<file path="src/hw/wake_params.svh">
// Constants of the suspend and wake logic: register offsets, fields, resets.
// Assumes inclusion by bare name from every design file that needs them.
`ifndef WAKE_PARAMS_SVH
`define WAKE_PARAMS_SVH
// ---------------------------------------------------------------
// Register offsets (byte addresses)
// ---------------------------------------------------------------
`define OFS_PMC 8'h00
`define OFS_WCSR 8'h04
`define OFS_ISR 8'h08
`define OFS_GWAKE 8'h0C
`define OFS_HWCFG 8'h10
`define OFS_STATE 8'h14
// ---------------------------------------------------------------
// Field positions and reset values
// ---------------------------------------------------------------
`define PMC_MODE_LSB 0
`define PMC_LANEN 2
`define PMC_EDEN 3
`define PMC_WS_LSB 4
`define PMC_READY 6
`define PMC_REINIT 7
`define GW_POL_LSB 16
`define GW_LINKSEL 31
`define MODE_LAN 2'h0
`define MODE_ENERGY 2'h1
`define MODE_MIN 2'h2
`define MODE_CLK 2'h3
`define MODE_RESET 2'h2
`define WS_ENERGY 0
`define WS_LAN 1
`define LAN_EVT_W 5
`define GPIO_LINK 7
`define GPIO_INT_HI 7
`define HWCFG_EXTPHY 0
`endif

</file>
<file path="src/hw/wake_pkg.sv">
// Types shared by the suspend and wake logic.
// Assumes nothing beyond a SystemVerilog tool.
package wake_pkg;
	// Power states, one-hot
	typedef enum logic [6:0] {
		ST_UNCFG = 7'h01,
		ST_CFG = 7'h02,
		ST_SLP_LAN = 7'h04,
		ST_SLP_ENERGY = 7'h08,
		ST_SLP_MIN = 7'h10,
		ST_SLP_CLK = 7'h20,
		ST_UNPOWERED = 7'h40
	} pwr_state_e;
endpackage

</file>
<file path="src/hw/gpio_wake_if.sv">
// Bundle between the sleep controller and the GPIO wake detector.
// Assumes both ends share core_clk.
`timescale 1ns/1ps
interface gpio_wake_if #(parameter int N = 11);
	logic [N-1:0] pinIn;
	logic [N-1:0] wakeEn;
	logic [N-1:0] polarity;
	logic [N-1:0] usable;
	logic linkSel;
	logic linkUp;
	logic [N-1:0] evt;
	modport det (input pinIn, wakeEn, polarity, usable, linkSel, linkUp, output evt);
	modport ctl (output pinIn, wakeEn, polarity, usable, linkSel, linkUp, input evt);
endinterface // gpio_wake_if

</file>
<file path="src/hw/gpio_wake_detect.sv">
// Per-pin GPIO wake detector: polarity, enable, link-up substitution on pin 7.
// Assumes pin levels already synchronous to core_clk.
`timescale 1ns/1ps
`include "wake_params.svh"
module gpio_wake_detect #(
	parameter int N = 11
) (
	// Clock and reset
	input wire logic core_clk,
	input wire logic rst_b,
	// Wake bundle
	gpio_wake_if.det bus
);
	logic [N-1:0] src;
	logic [N-1:0] prev_q;

	// ---------------------------------------------------------------
	// Source selection and edge detect
	// ---------------------------------------------------------------
	for (genvar i = 0; i < N; i++) begin : g_pin
		if (i == `GPIO_LINK) begin : g_link
			// Pin level is ignored while link up is selected
			assign src[i] = bus.linkSel ? bus.linkUp : (bus.pinIn[i] ~^ bus.polarity[i]);
		end else begin : g_plain
			assign src[i] = bus.pinIn[i] ~^ bus.polarity[i];
		end
	end
	// Edge, so a held level raises one event only
	assign bus.evt = src & ~prev_q & bus.wakeEn & bus.usable;

	// Previous source level
	always_ff @(posedge core_clk or negedge rst_b) begin
		if (!rst_b) begin
			prev_q <= '0;
		end else begin
			prev_q <= src;
		end
	end

	evt_edge_a: assert property (@(posedge core_clk) disable iff (!rst_b)
		|bus.evt |-> |($past(~src) & src)) else $error("event without edge");
endmodule // gpio_wake_detect

</file>
<file path="src/hw/suspend_wake_event_logic.sv">
// Suspend-state selection and wake-event qualification for a USB Ethernet bridge.
// Assumes a synchronous register port and pulses from the USB core, all on core_clk.
//
// Operation
// - Suspend with select 10b enters minimum-power sleep; 10b is the default.
// - Minimum-power sleep leaves only on host resume or enabled GPIO wake; here USB reset and loss of bus power also leave it.
// - Minimum-power sleep loses PHY state; host must reinitialise PHY after.
// - Suspend with select 11b enters clocks-on sleep.
// - Clocks-on sleep keeps all internal clocks running.
// - Clocks-on sleep wakes on GPIO, link up, or filtered good frame.
// - Good-frame wake sets the LAN bit of the wake status field.
// - Clocks-on sleep drops all frames if any LAN event enable is set.
// - Each sleep state accepts only its listed wake sources.
// - GPIO wake sets its sticky per-pin flag until software clears it.
// - Link-up select makes GPIO7 wake on PHY link up in LAN-wake and clocks-on sleep.
// - GPIOs 0-7 usable for wake only with the internal PHY.
// - GPIOs 8-10 usable for wake with internal or external PHY.
// - Suspend select keeps its value across a wake.
// - Remote wake on GPIO, Wake-on-LAN or energy-detect events.
// - Select 00b enters LAN-wake sleep, 01b energy-detect sleep.
// - Suspend from unconfigured enters only minimum-power, wakes to unconfigured.
// - Deconfiguration resets the suspend select to 10b.
//
// Decided for this implementation: the strobed register port and the register offsets.
`timescale 1ns/1ps
`include "wake_params.svh"
module suspend_wake_event_logic #(
	parameter int NGPIO = 11
) (
	// Clock and reset
	input wire logic core_clk,
	input wire logic rst_b,
	// Register port
	input wire logic [7:0] regAddr,
	input wire logic [31:0] regWrData,
	input wire logic regWrStb,
	input wire logic regRdStb,
	output logic [31:0] regRdData,
	// USB core events
	input wire logic suspendReq,
	input wire logic hostResume,
	input wire logic usbReset,
	input wire logic configDone,
	input wire logic deconfigure,
	input wire logic busPowerSense,
	// Network events
	input wire logic lanWakeEvt,
	input wire logic goodFrame,
	input wire logic energyDetect,
	input wire logic linkUp,
	input wire logic [NGPIO-1:0] gpioIn,
	// Status toward the chip
	output logic remoteWake,
	output logic [6:0] powerState,
	output logic clkRunning,
	output logic phyPowerDown,
	output logic dropRxFrames,
	output logic readyFlag
);
	// Polarity field sits below the link-up select bit, so it caps the pin count
	if (NGPIO <= `GPIO_LINK || NGPIO > `GW_LINKSEL - `GW_POL_LSB) begin : g_bad_ngpio
		$error("NGPIO out of range");
	end

	wake_pkg::pwr_state_e state_q, state_d;
	logic [1:0] mode_q;
	logic lanWakeEn_q, edEn_q, reinit_q, extPhy_q, fromUncfg_q, remoteWake_q;
	logic [1:0] wakeStatus_q;
	logic [`LAN_EVT_W-1:0] lanEvtEn_q;
	logic [NGPIO-1:0] gpioFlags_q, gpioWakeEn_q, gpioPol_q;
	logic linkSel_q;
	logic [31:0] rdData_q;

	// ---------------------------------------------------------------
	// Register decode
	// ---------------------------------------------------------------
	wire wrPmc = regWrStb && regAddr == `OFS_PMC;
	wire wrWcsr = regWrStb && regAddr == `OFS_WCSR;
	wire wrIsr = regWrStb && regAddr == `OFS_ISR;
	wire wrGwake = regWrStb && regAddr == `OFS_GWAKE;
	wire wrHwcfg = regWrStb && regAddr == `OFS_HWCFG;
	wire [1:0] wsClr = wrPmc ? regWrData[`PMC_WS_LSB+:2] : 2'h0;
	wire [NGPIO-1:0] isrClr = wrIsr ? regWrData[NGPIO-1:0] : '0;

	// ---------------------------------------------------------------
	// State decode
	// ---------------------------------------------------------------
	wire inNormal = state_q == wake_pkg::ST_UNCFG || state_q == wake_pkg::ST_CFG;
	wire inLan = state_q == wake_pkg::ST_SLP_LAN;
	wire inEnergy = state_q == wake_pkg::ST_SLP_ENERGY;
	wire inMin = state_q == wake_pkg::ST_SLP_MIN;
	wire inClk = state_q == wake_pkg::ST_SLP_CLK;
	wire inSleep = inLan || inEnergy || inMin || inClk;
	wire anyLanEvtEn = |lanEvtEn_q;

	// ---------------------------------------------------------------
	// GPIO wake detection
	// ---------------------------------------------------------------
	gpio_wake_if #(.N(NGPIO)) gw ();
	// Pins 0-7 belong to the internal PHY mode only
	wire [NGPIO-1:0] lowPins = {{(NGPIO-`GPIO_INT_HI-1){1'b0}}, {(`GPIO_INT_HI+1){1'b1}}};
	assign gw.usable = extPhy_q ? ~lowPins : '1;
	assign gw.pinIn = gpioIn;
	assign gw.wakeEn = gpioWakeEn_q;
	assign gw.polarity = gpioPol_q;
	assign gw.linkSel = linkSel_q;
	// Link up counts only in the two states that accept it
	assign gw.linkUp = linkUp && (inLan || inClk);

	gpio_wake_detect #(.N(NGPIO)) u_detect (
		.core_clk(core_clk),
		.rst_b(rst_b),
		.bus(gw)
	);

	// ---------------------------------------------------------------
	// Event qualification per state
	// ---------------------------------------------------------------
	// No wake source at all while unpowered
	wire [NGPIO-1:0] gpioSet = state_q == wake_pkg::ST_UNPOWERED ? '0 : gw.evt;
	wire lanSet = (inLan && lanWakeEn_q && lanWakeEvt)
		|| (inClk && !anyLanEvtEn && goodFrame);
	wire edSet = inEnergy && edEn_q && energyDetect;
	// Pending sticky status wakes at once, even right after suspend
	wire wakeNow = (|gpioFlags_q)
		|| (inLan && lanWakeEn_q && wakeStatus_q[`WS_LAN])
		|| (inClk && wakeStatus_q[`WS_LAN])
		|| (inEnergy && edEn_q && wakeStatus_q[`WS_ENERGY]);
	wire [1:0] wsSet = {lanSet, edSet};

	// ---------------------------------------------------------------
	// Suspend target and next state
	// ---------------------------------------------------------------
	wake_pkg::pwr_state_e sleepTarget;
	always_comb begin
		case (mode_q)
			`MODE_LAN: sleepTarget = wake_pkg::ST_SLP_LAN;
			`MODE_ENERGY: sleepTarget = wake_pkg::ST_SLP_ENERGY;
			`MODE_MIN: sleepTarget = wake_pkg::ST_SLP_MIN;
			`MODE_CLK: sleepTarget = wake_pkg::ST_SLP_CLK;
			default: sleepTarget = wake_pkg::ST_SLP_MIN;
		endcase
	end

	wire [6:0] wakeTarget = fromUncfg_q ? wake_pkg::ST_UNCFG : wake_pkg::ST_CFG;

	// Power-state sequencing; loss of bus power overrides all
	always_comb begin
		state_d = state_q;
		case (state_q)
			wake_pkg::ST_UNPOWERED: begin
				state_d = wake_pkg::ST_UNCFG;
			end
			wake_pkg::ST_UNCFG: begin
				if (suspendReq) begin
					state_d = wake_pkg::ST_SLP_MIN;
				end else if (configDone) begin
					state_d = wake_pkg::ST_CFG;
				end
			end
			wake_pkg::ST_CFG: begin
				if (deconfigure) begin
					state_d = wake_pkg::ST_UNCFG;
				end else if (suspendReq) begin
					state_d = sleepTarget;
				end
			end
			wake_pkg::ST_SLP_LAN, wake_pkg::ST_SLP_ENERGY,
			wake_pkg::ST_SLP_MIN, wake_pkg::ST_SLP_CLK: begin
				if (hostResume || wakeNow) begin
					state_d = wake_pkg::pwr_state_e'(wakeTarget);
				end
			end
			default: state_d = wake_pkg::ST_UNCFG;
		endcase
		if (!busPowerSense) begin
			state_d = wake_pkg::ST_UNPOWERED;
		end else if (usbReset) begin
			state_d = wake_pkg::ST_UNCFG;
		end
	end

	wire leaving = inSleep && busPowerSense && !usbReset && (hostResume || wakeNow);
	wire enterMin = state_d == wake_pkg::ST_SLP_MIN && !inMin;

	// State register and origin of the current sleep
	always_ff @(posedge core_clk or negedge rst_b) begin
		if (!rst_b) begin
			state_q <= wake_pkg::ST_UNCFG;
			fromUncfg_q <= 1'b1;
			remoteWake_q <= 1'b0;
		end else begin
			state_q <= state_d;
			if (inNormal) begin
				fromUncfg_q <= state_q == wake_pkg::ST_UNCFG;
			end
			// Resume by the host needs no remote wake
			remoteWake_q <= leaving && !hostResume;
		end
	end

	// ---------------------------------------------------------------
	// Control registers
	// ---------------------------------------------------------------
	// Select survives wakes; only reset and deconfiguration restore it
	always_ff @(posedge core_clk or negedge rst_b) begin
		if (!rst_b) begin
			mode_q <= `MODE_RESET;
		end else if (inNormal && deconfigure) begin
			mode_q <= `MODE_RESET;
		end else if (wrPmc) begin
			mode_q <= regWrData[`PMC_MODE_LSB+:2];
		end
	end

	// Enables and configuration
	always_ff @(posedge core_clk or negedge rst_b) begin
		if (!rst_b) begin
			lanWakeEn_q <= 1'b0;
			edEn_q <= 1'b0;
			lanEvtEn_q <= '0;
			gpioWakeEn_q <= '0;
			gpioPol_q <= '0;
			linkSel_q <= 1'b0;
			extPhy_q <= 1'b0;
		end else begin
			if (wrPmc) begin
				lanWakeEn_q <= regWrData[`PMC_LANEN];
				edEn_q <= regWrData[`PMC_EDEN];
			end
			if (wrWcsr) begin
				lanEvtEn_q <= regWrData[`LAN_EVT_W-1:0];
			end
			if (wrGwake) begin
				gpioWakeEn_q <= regWrData[NGPIO-1:0];
				gpioPol_q <= regWrData[`GW_POL_LSB+:NGPIO];
				linkSel_q <= regWrData[`GW_LINKSEL];
			end
			if (wrHwcfg) begin
				extPhy_q <= regWrData[`HWCFG_EXTPHY];
			end
		end
	end

	// Sticky status: a set in the clearing cycle wins
	always_ff @(posedge core_clk or negedge rst_b) begin
		if (!rst_b) begin
			gpioFlags_q <= '0;
			wakeStatus_q <= 2'h0;
			reinit_q <= 1'b0;
		end else begin
			gpioFlags_q <= (gpioFlags_q & ~isrClr) | gpioSet;
			wakeStatus_q <= (wakeStatus_q & ~wsClr) | wsSet;
			reinit_q <= (reinit_q && !(wrPmc && regWrData[`PMC_REINIT])) || enterMin;
		end
	end

	// ---------------------------------------------------------------
	// Read port: data stand only in the cycle after the strobe
	// ---------------------------------------------------------------
	logic [31:0] rdMux;
	always_comb begin
		rdMux = 32'h0;
		case (regAddr)
			`OFS_PMC: begin
				rdMux[`PMC_MODE_LSB+:2] = mode_q;
				rdMux[`PMC_LANEN] = lanWakeEn_q;
				rdMux[`PMC_EDEN] = edEn_q;
				rdMux[`PMC_WS_LSB+:2] = wakeStatus_q;
				rdMux[`PMC_READY] = inNormal;
				rdMux[`PMC_REINIT] = reinit_q;
			end
			`OFS_WCSR: rdMux[`LAN_EVT_W-1:0] = lanEvtEn_q;
			`OFS_ISR: rdMux[NGPIO-1:0] = gpioFlags_q;
			`OFS_GWAKE: begin
				rdMux[NGPIO-1:0] = gpioWakeEn_q;
				rdMux[`GW_POL_LSB+:NGPIO] = gpioPol_q;
				rdMux[`GW_LINKSEL] = linkSel_q;
			end
			`OFS_HWCFG: rdMux[`HWCFG_EXTPHY] = extPhy_q;
			`OFS_STATE: rdMux[6:0] = state_q;
			default: rdMux = 32'h0;
		endcase
	end

	// Read data register
	always_ff @(posedge core_clk or negedge rst_b) begin
		if (!rst_b) begin
			rdData_q <= 32'h0;
		end else begin
			rdData_q <= regRdStb ? rdMux : 32'h0;
		end
	end

	// ---------------------------------------------------------------
	// Outputs
	// ---------------------------------------------------------------
	assign regRdData = rdData_q;
	assign remoteWake = remoteWake_q;
	assign powerState = state_q;
	// PLL stays up in clocks-on sleep, trading power for fast frame wake
	assign clkRunning = inNormal || inLan || inClk;
	assign phyPowerDown = inMin || state_q == wake_pkg::ST_UNPOWERED;
	assign dropRxFrames = inClk && anyLanEvtEn;
	assign readyFlag = inNormal;

	// ---------------------------------------------------------------
	// Checks
	// ---------------------------------------------------------------
	// Each property names its own clock and reset
	min_select_a: assert property (@(posedge core_clk) disable iff (!rst_b)
		state_q == wake_pkg::ST_CFG && suspendReq && !deconfigure && mode_q == `MODE_MIN
		&& busPowerSense && !usbReset |=> state_q == wake_pkg::ST_SLP_MIN)
		else $error("10b did not enter minimum sleep");
	min_hold_a: assert property (@(posedge core_clk) disable iff (!rst_b)
		inMin && !hostResume && gpioFlags_q == '0 && busPowerSense && !usbReset
		|=> inMin) else $error("minimum sleep left without cause");
	clk_select_a: assert property (@(posedge core_clk) disable iff (!rst_b)
		state_q == wake_pkg::ST_CFG && suspendReq && !deconfigure && mode_q == `MODE_CLK
		&& busPowerSense && !usbReset |=> inClk && clkRunning)
		else $error("11b did not enter clocks-on sleep");
	good_frame_a: assert property (@(posedge core_clk) disable iff (!rst_b)
		inClk && goodFrame && !anyLanEvtEn |=> wakeStatus_q[`WS_LAN])
		else $error("good frame left status clear");
	drop_rx_a: assert property (@(posedge core_clk) disable iff (!rst_b)
		inClk && anyLanEvtEn |-> dropRxFrames && !wsSet[`WS_LAN])
		else $error("frames not dropped");
	flag_sticky_a: assert property (@(posedge core_clk) disable iff (!rst_b)
		!wrIsr |=> (gpioFlags_q & $past(gpioFlags_q)) == $past(gpioFlags_q))
		else $error("gpio flag lost");
	uncfg_sleep_a: assert property (@(posedge core_clk) disable iff (!rst_b)
		state_q == wake_pkg::ST_UNCFG && suspendReq && busPowerSense && !usbReset
		|=> inMin ##1 (inMin || state_q == wake_pkg::ST_UNCFG
		|| state_q == wake_pkg::ST_UNPOWERED)) else $error("bad sleep from unconfigured");
	deconf_mode_a: assert property (@(posedge core_clk) disable iff (!rst_b)
		inNormal && deconfigure |=> mode_q == `MODE_RESET) else $error("select not reset");
	wake_pulse_a: assert property (@(posedge core_clk) disable iff (!rst_b)
		remoteWake |-> $past(inSleep) && inNormal ##1 !remoteWake)
		else $error("remote wake misplaced");
endmodule // suspend_wake_event_logic

</file>
<file path="config.mk">
export PLATFORM = sky130hd
export DESIGN_NAME = suspend_wake_event_logic
export DESIGN_NICKNAME = d
export VERILOG_FILES = /design/src/hw/wake_pkg.sv /design/src/hw/gpio_wake_if.sv /design/src/hw/gpio_wake_detect.sv /design/src/hw/suspend_wake_event_logic.sv
export VERILOG_INCLUDE_DIRS = /design/src /design/src/hw
export SDC_FILE = /design/constraint.sdc
export NUM_CORES = 1
export LEC_CHECK = 0
export ABC_CLOCK_PERIOD_IN_PS = 4900
export CAP_MARGIN = 20
export CORE_ASPECT_RATIO = 0.8
export CORE_MARGIN = 2
export CORE_UTILIZATION = 37
export DETAILED_ROUTE_END_ITERATION = 12
export DONT_BUFFER_PORTS = 1
export PLACE_DENSITY = 0.49
export SYNTH_ARGS = -nofsm -noshare
export SYNTH_HDL_FRONTEND = slang
export SYNTH_SLANG_ARGS = --single-unit
</file>
<file path="constraint.sdc">
create_clock -name core_clk -period 4.9 [get_ports core_clk]
set_clock_uncertainty 0.05 [all_clocks]
set_input_delay 0.245 -clock core_clk [delete_from_list [all_inputs] [get_ports core_clk]]
set_output_delay 0.245 -clock core_clk [all_outputs]
set_load 0.02 [all_outputs]
</file>
# --- Word-level counts from Yosys, hierarchy flattened ---
# Cells that the tools add are included.
totals:
  wordCells: 127
  regBits: 99
op_classes:
  n_eq_ne: 16
  reduce_logical: 49
  bitwise_logic: 21
  mux: 25
ops:
  columns: ["operator", "n"]
  rows:
  - ["$mux W7", 7]
  - ["$and A11 B11 Y11", 4]
  - ["$mux W11", 3]
  - ["$mux W32", 1]
  - ["$pmux W7 S4", 1]
  - ["$logic_and A1 B1 Y1", 24]
  - ["$not A11 Y11", 2]
  - ["$pmux W7 S3", 1]
  - ["$pmux W4 S5", 1]
  - ["$eq A8 B4 Y1 const B", 2]
  - ["$eq A8 B5 Y1 const B", 2]
  - ["$eq A7 B5 Y1 const B", 2]
  - ["$logic_or A1 B1 Y1", 14]
  - ["$or A11 B11 Y11", 1]
  - ["$reduce_or A11 Y1", 1]
  - ["$xnor A1 B1 Y1", 11]
  - ["$eq A8 B3 Y1 const B", 1]
  - ["$logic_not A8 Y1", 1]
  - ["$mux W2", 4]
  - ["$mux W8", 1]
  - ["$pmux W2 S4", 1]
  - ["$eq A7 B1 Y1 const B", 1]
  - ["$eq A7 B2 Y1 const B", 1]
  - ["$eq A7 B3 Y1 const B", 1]
  - ["other kinds (17)", 23]

# --- Longest topological paths before layout ---
depth:
  ltp_word: 14
  ltp_mapped: 8

# --- Hierarchy ---
# A second synthesis with hierarchy kept.
hier_totals:
  hier_cells: 365
  hier_area_um2: 4240.3
by_module_without_submodules:
  columns: ["mod", "seq_area_each_um2", "area_per_inst_um2", "n_inst", "cells_each"]
  rows:
  - ["suspend_wake_event_logic", 1980.6, 3738.6, 1, 328]
  - ["gpio_wake_detect", 275.3, 501.7, 1, 37]

# --- Least setup slack after synthesis ---
# Ideal clock, no wire load.
synth_path:
  path_kind: "register -> output"
  start: "reg state_q[4] (netlist: powerState[4])"
  end: "out clkRunning"
  n_path_buf: 1
  path_stages_with_launch: 6
  arrival_ns: 1.663
  slack_ns: 2.942
  path_cell_list: "dfrtp_1 -> buf_2 -> nor3_1 -> and2_1 -> o21a_1 -> nand3b_1"
synth_between:
  elab_chain_cells: 4
  elab_cells_between_ends: 7
  cone_classes: "eq/ne: 4; reduce/logical: 3"
synth_rtl:
  columns: ["element", "line_no", "text"]
  rows:
  - ["from (decl)", "suspend_wake_event_logic.sv:65", "wake_pkg::pwr_state_e state_q, state_d;"]
  - ["from (signal assigned)", "suspend_wake_event_logic.sv:189", "state_q <= wake_pkg::ST_UNCFG;"]
  - ["from (signal assigned)", "suspend_wake_event_logic.sv:193", "state_q <= state_d;"]
  - ["$eq A7 B1 Y1 or $eq A7 B2 Y1 (tied branches)", "suspend_wake_event_logic.sv:88", "wire inNormal = state_q == wake_pkg::ST_UNCFG || state_q == wake_pkg::ST_CFG;"]
  - ["$logic_or A1 B1 Y1 *", "suspend_wake_event_logic.sv:88", null]
  - ["via readyFlag", "suspend_wake_event_logic.sv:58", "output logic readyFlag"]
  - ["$logic_or A1 B1 Y1 * (2 in series)", "suspend_wake_event_logic.sv:302", "assign clkRunning = inNormal || inLan || inClk;"]
  - ["to (decl)", "suspend_wake_event_logic.sv:55", "output logic clkRunning,"]
# Mark *: on every way through the listed nets, which the timed path passes. The rest lies on a longest branch.

# --- Final worst setup path ---
# Ends and elaborated chain as after synthesis.

==> impl_metrics.toml <==
[synthesis]
synth_edf_count = 0
ys_seq_area_share_pct = 53.3
syn-cell-area_sq_um = 4230
syn_inst = 371
synth_flop_cell = "dfrtp_1"
yosys.cell_types.count = 55
yosysTopAreaCell = "dfrtp_1"
avgSynthCellArea_sq_um = 11.4
yosys.area.top_type_share_pct = 51.5
yosys_register_bits = 90
ys_async_sr_fraction_pct = 100
synth.area.top_cells = "dfrtp_1 (51%), mux2_2 (8.3%), nand2_1 (3.0%)"
yosys_warnings = 0

[cells_and_area]
drive_above_1_share_pct = 15.1
utilization_pct = 44.1
diodes = 0
area_delta_synth_final_pct = 14.8
fillCellCount = 1048
nNetsFinal = 459
final_common_cell = "dfrtp_1"
layoutNonFillerInstCount = 542
final_cell_mix = "dfrtp_1 (87), nand2_1 (34), mux2_2 (31)"
final_area_sq_um = 4860

[pwr]
pwr-share-comb_pct = 9.9
vdd_ir_drop_max_mv = 0.164
seqPwrFrac_pct = 51.1
power.internal_mw = 1.24
p_per_area_nw_per_um2 = 336
leakagePower_nw = 2.08
clock_power_share_pct = 38.9
sw_frac_of_total_pct = 24.0
switching_power_mw = 0.391
p_total_mw = 1.63

[job]
cap_violations = 0

[critical_path]
worstPathCellList = "nor3_1 -> and2_1 -> o21a_1 -> nand3b_1"
arrival_ns = 2.28
path_buf_inv = 0
cp_top_family = "simple AND/OR/NAND/NOR gates"
worst_setup_path_end_kind = "primary output"
required_ns = 4.61
worst_setup_path_start_kind = "flip-flop"
path_max_fanout = 11
critical_path_class = "flip-flop to primary output"
slowest_stage = "dfrtp_1"
critPathMaxStageDelay_ns = 0.59

[sta]
fin_tns_setup_ns = 0
holdWs_ns = 0.0126
max_clock_freq_mhz = 389
slew_headroom_pct = 37.9
slew_violations = 0
fin_crit_sh_pct = 52.5
setup_viol = 0
rsz0062_at_grt = "no"
tightestPinTransition_ns = 0.928
period_minus_slack_ns = 2.57
report.final.hold_viol_count = 0
setup_ws_ns = 2.33

[cts]
clock-root-buffer = "clkbuf_16"
htree_levels = 3
clock_path_buffers = 2
clk_pin_slew_ns = 0.06
cts_tree = "done"
cts_resized = 0
postCtsHoldBufs = 23
post_cts_buffers = 0
clock_sinks = 90
numCtsBuffers = 9
insertion_delay_ns = 0.33

[floorplan]
row_count = 34
dieArea_sq_um = 12300
ios = 109
coreArea_sq_um = 11000
die_h_um = 99.6
dieWidth_um = 124
start_util_pct = 38.4

[worst_hold_path]
hold_path_class = "input port to flip-flop"

[route]
viasPerCell = 5.42
routed_wl_um = 10700
firstDrtPassIters = 5
drt.antenna.violating_nets = 0
drcViolationCount = 0
first_iter_violations = 147
wl_per_cell_um = 19.7
vias = 2935

[global_route]
grt_pass1_wl_um = 16400
grt_pass1_vias = 2990
grt_util_all_layers_pct = 18.0
grt_max_degree = 91
grt_overflow = 0
antenna_found_initial = 0

[status]
status = "complete, no violations"

[place]
place_area_sq_um = 4290
gp_congestion = 0.819
io_buffers = 0
dp_slack_ns = 2.60
place_hpwl_um = 7570
dp_cells = 499
[state kept, by name, indices dropped and copies added (netlist names)]
register and cells:
powerState 7, gpioPol_q 11, edEn_q 1, u_detect.prev_q 11
fromUncfg_q 1, lanEvtEn_q 5, lanWakeEn_q 1, remoteWake 1
regRdData 23, extPhy_q 1, gpioWakeEn_q 11, gpioFlags_q 11
reinit_q 1, mode_q 2, wakeStatus_q 2, gw.linkSel 1
[path summary, 6_finish.rpt]
kind	startpoint	end	slack (ns)	cells after the start
max	powerState[4]	clkRunning	2.33	4
min	gpioIn[0]	u_detect.prev_q[0]	0.01	1
max reg2reg	powerState[2]	gpioFlags_q[7]	2.62	4
min reg2reg	gpioPol_q[2]	u_detect.prev_q[2]	0.47	1
max in group asynchronous	rst_b	mode_q[1]	3.95	2
min in group asynchronous	rst_b	powerState[1]	0.43	2
[logic make-up (layout without fill, tap and decap cells)]
logic type | count (synthesis) | count (layout) | share of synthesized area (%)
compound gates | 52 | 52 | 9.35
flops | 90 | 90 | 53.3
simple gates | 140 | 140 | 17.7
buf+inv | 31 | 50 | 4.35
other cells | 1 | 9 | 0.0886
xor+xnor | 15 | 15 | 3.11
mux | 42 | 42 | 12.0
[worst register-to-register path: cells and delay by family, from the launching register on]
| family | cells | cell delay, ns |
|---|---|---|
| and+or+nand+nor | 2 | 0.75 |
| DFF | 1 | 0.55 |
| AOI/OAI and AO/OA | 2 | 0.82 |
[synth_stat cells, types with 5 or more instances]
cell and n:
nand2_1 34, mux2_2 31, buf_2 5, dfrtp_1 87, xnor2_1 11, a32o_1 12
mux2i_1 7, buf_4 12, o21ai_0 6, nand4_1 9, nor2_1 24, a21oi_1 8
and2_1 15, inv_1 6, nand3_1 13, nor2b_1 17
[per-layer routing]
metal / track usage (%) / routed length, um / up-vias / part of all wire [%]
met1: 25.5 / 5100 / 1448 / 48
met4: 4.55 / 123 / 0 / 1.2
met3: 5.96 / 832 / 12 / 7.8
li1: - / - / 1371 / -
met2: 26.5 / 4610 / 104 / 43
met5: 0 / 0 / - / 0
[layout make-up]
cell class	instances	area, sq um	share of cell area (%)
well taps	144	180	3.71
repair buffers	29	305	6.29
clock buffers	13	260	5.36
flip-flops and latches	90	2260	46.4
clock inverters	2	12.5	0.258
multi-input cells	258	1820	37.5
inverters	6	22.5	0.464
[power by group through the flow]
stage / clock (mW) / sequential (mW) / combinational (mW)
floorplan: 0 / 0.832 / 0.115
detailed placement: 0 / 0.849 / 0.127
global placement: 0 / 0.847 / 0.126
finish: 0.635 / 0.835 / 0.162
global route: 0.694 / 0.842 / 0.178
CTS: 0.660 / 0.835 / 0.160
(Power assumes the default switching activity.)
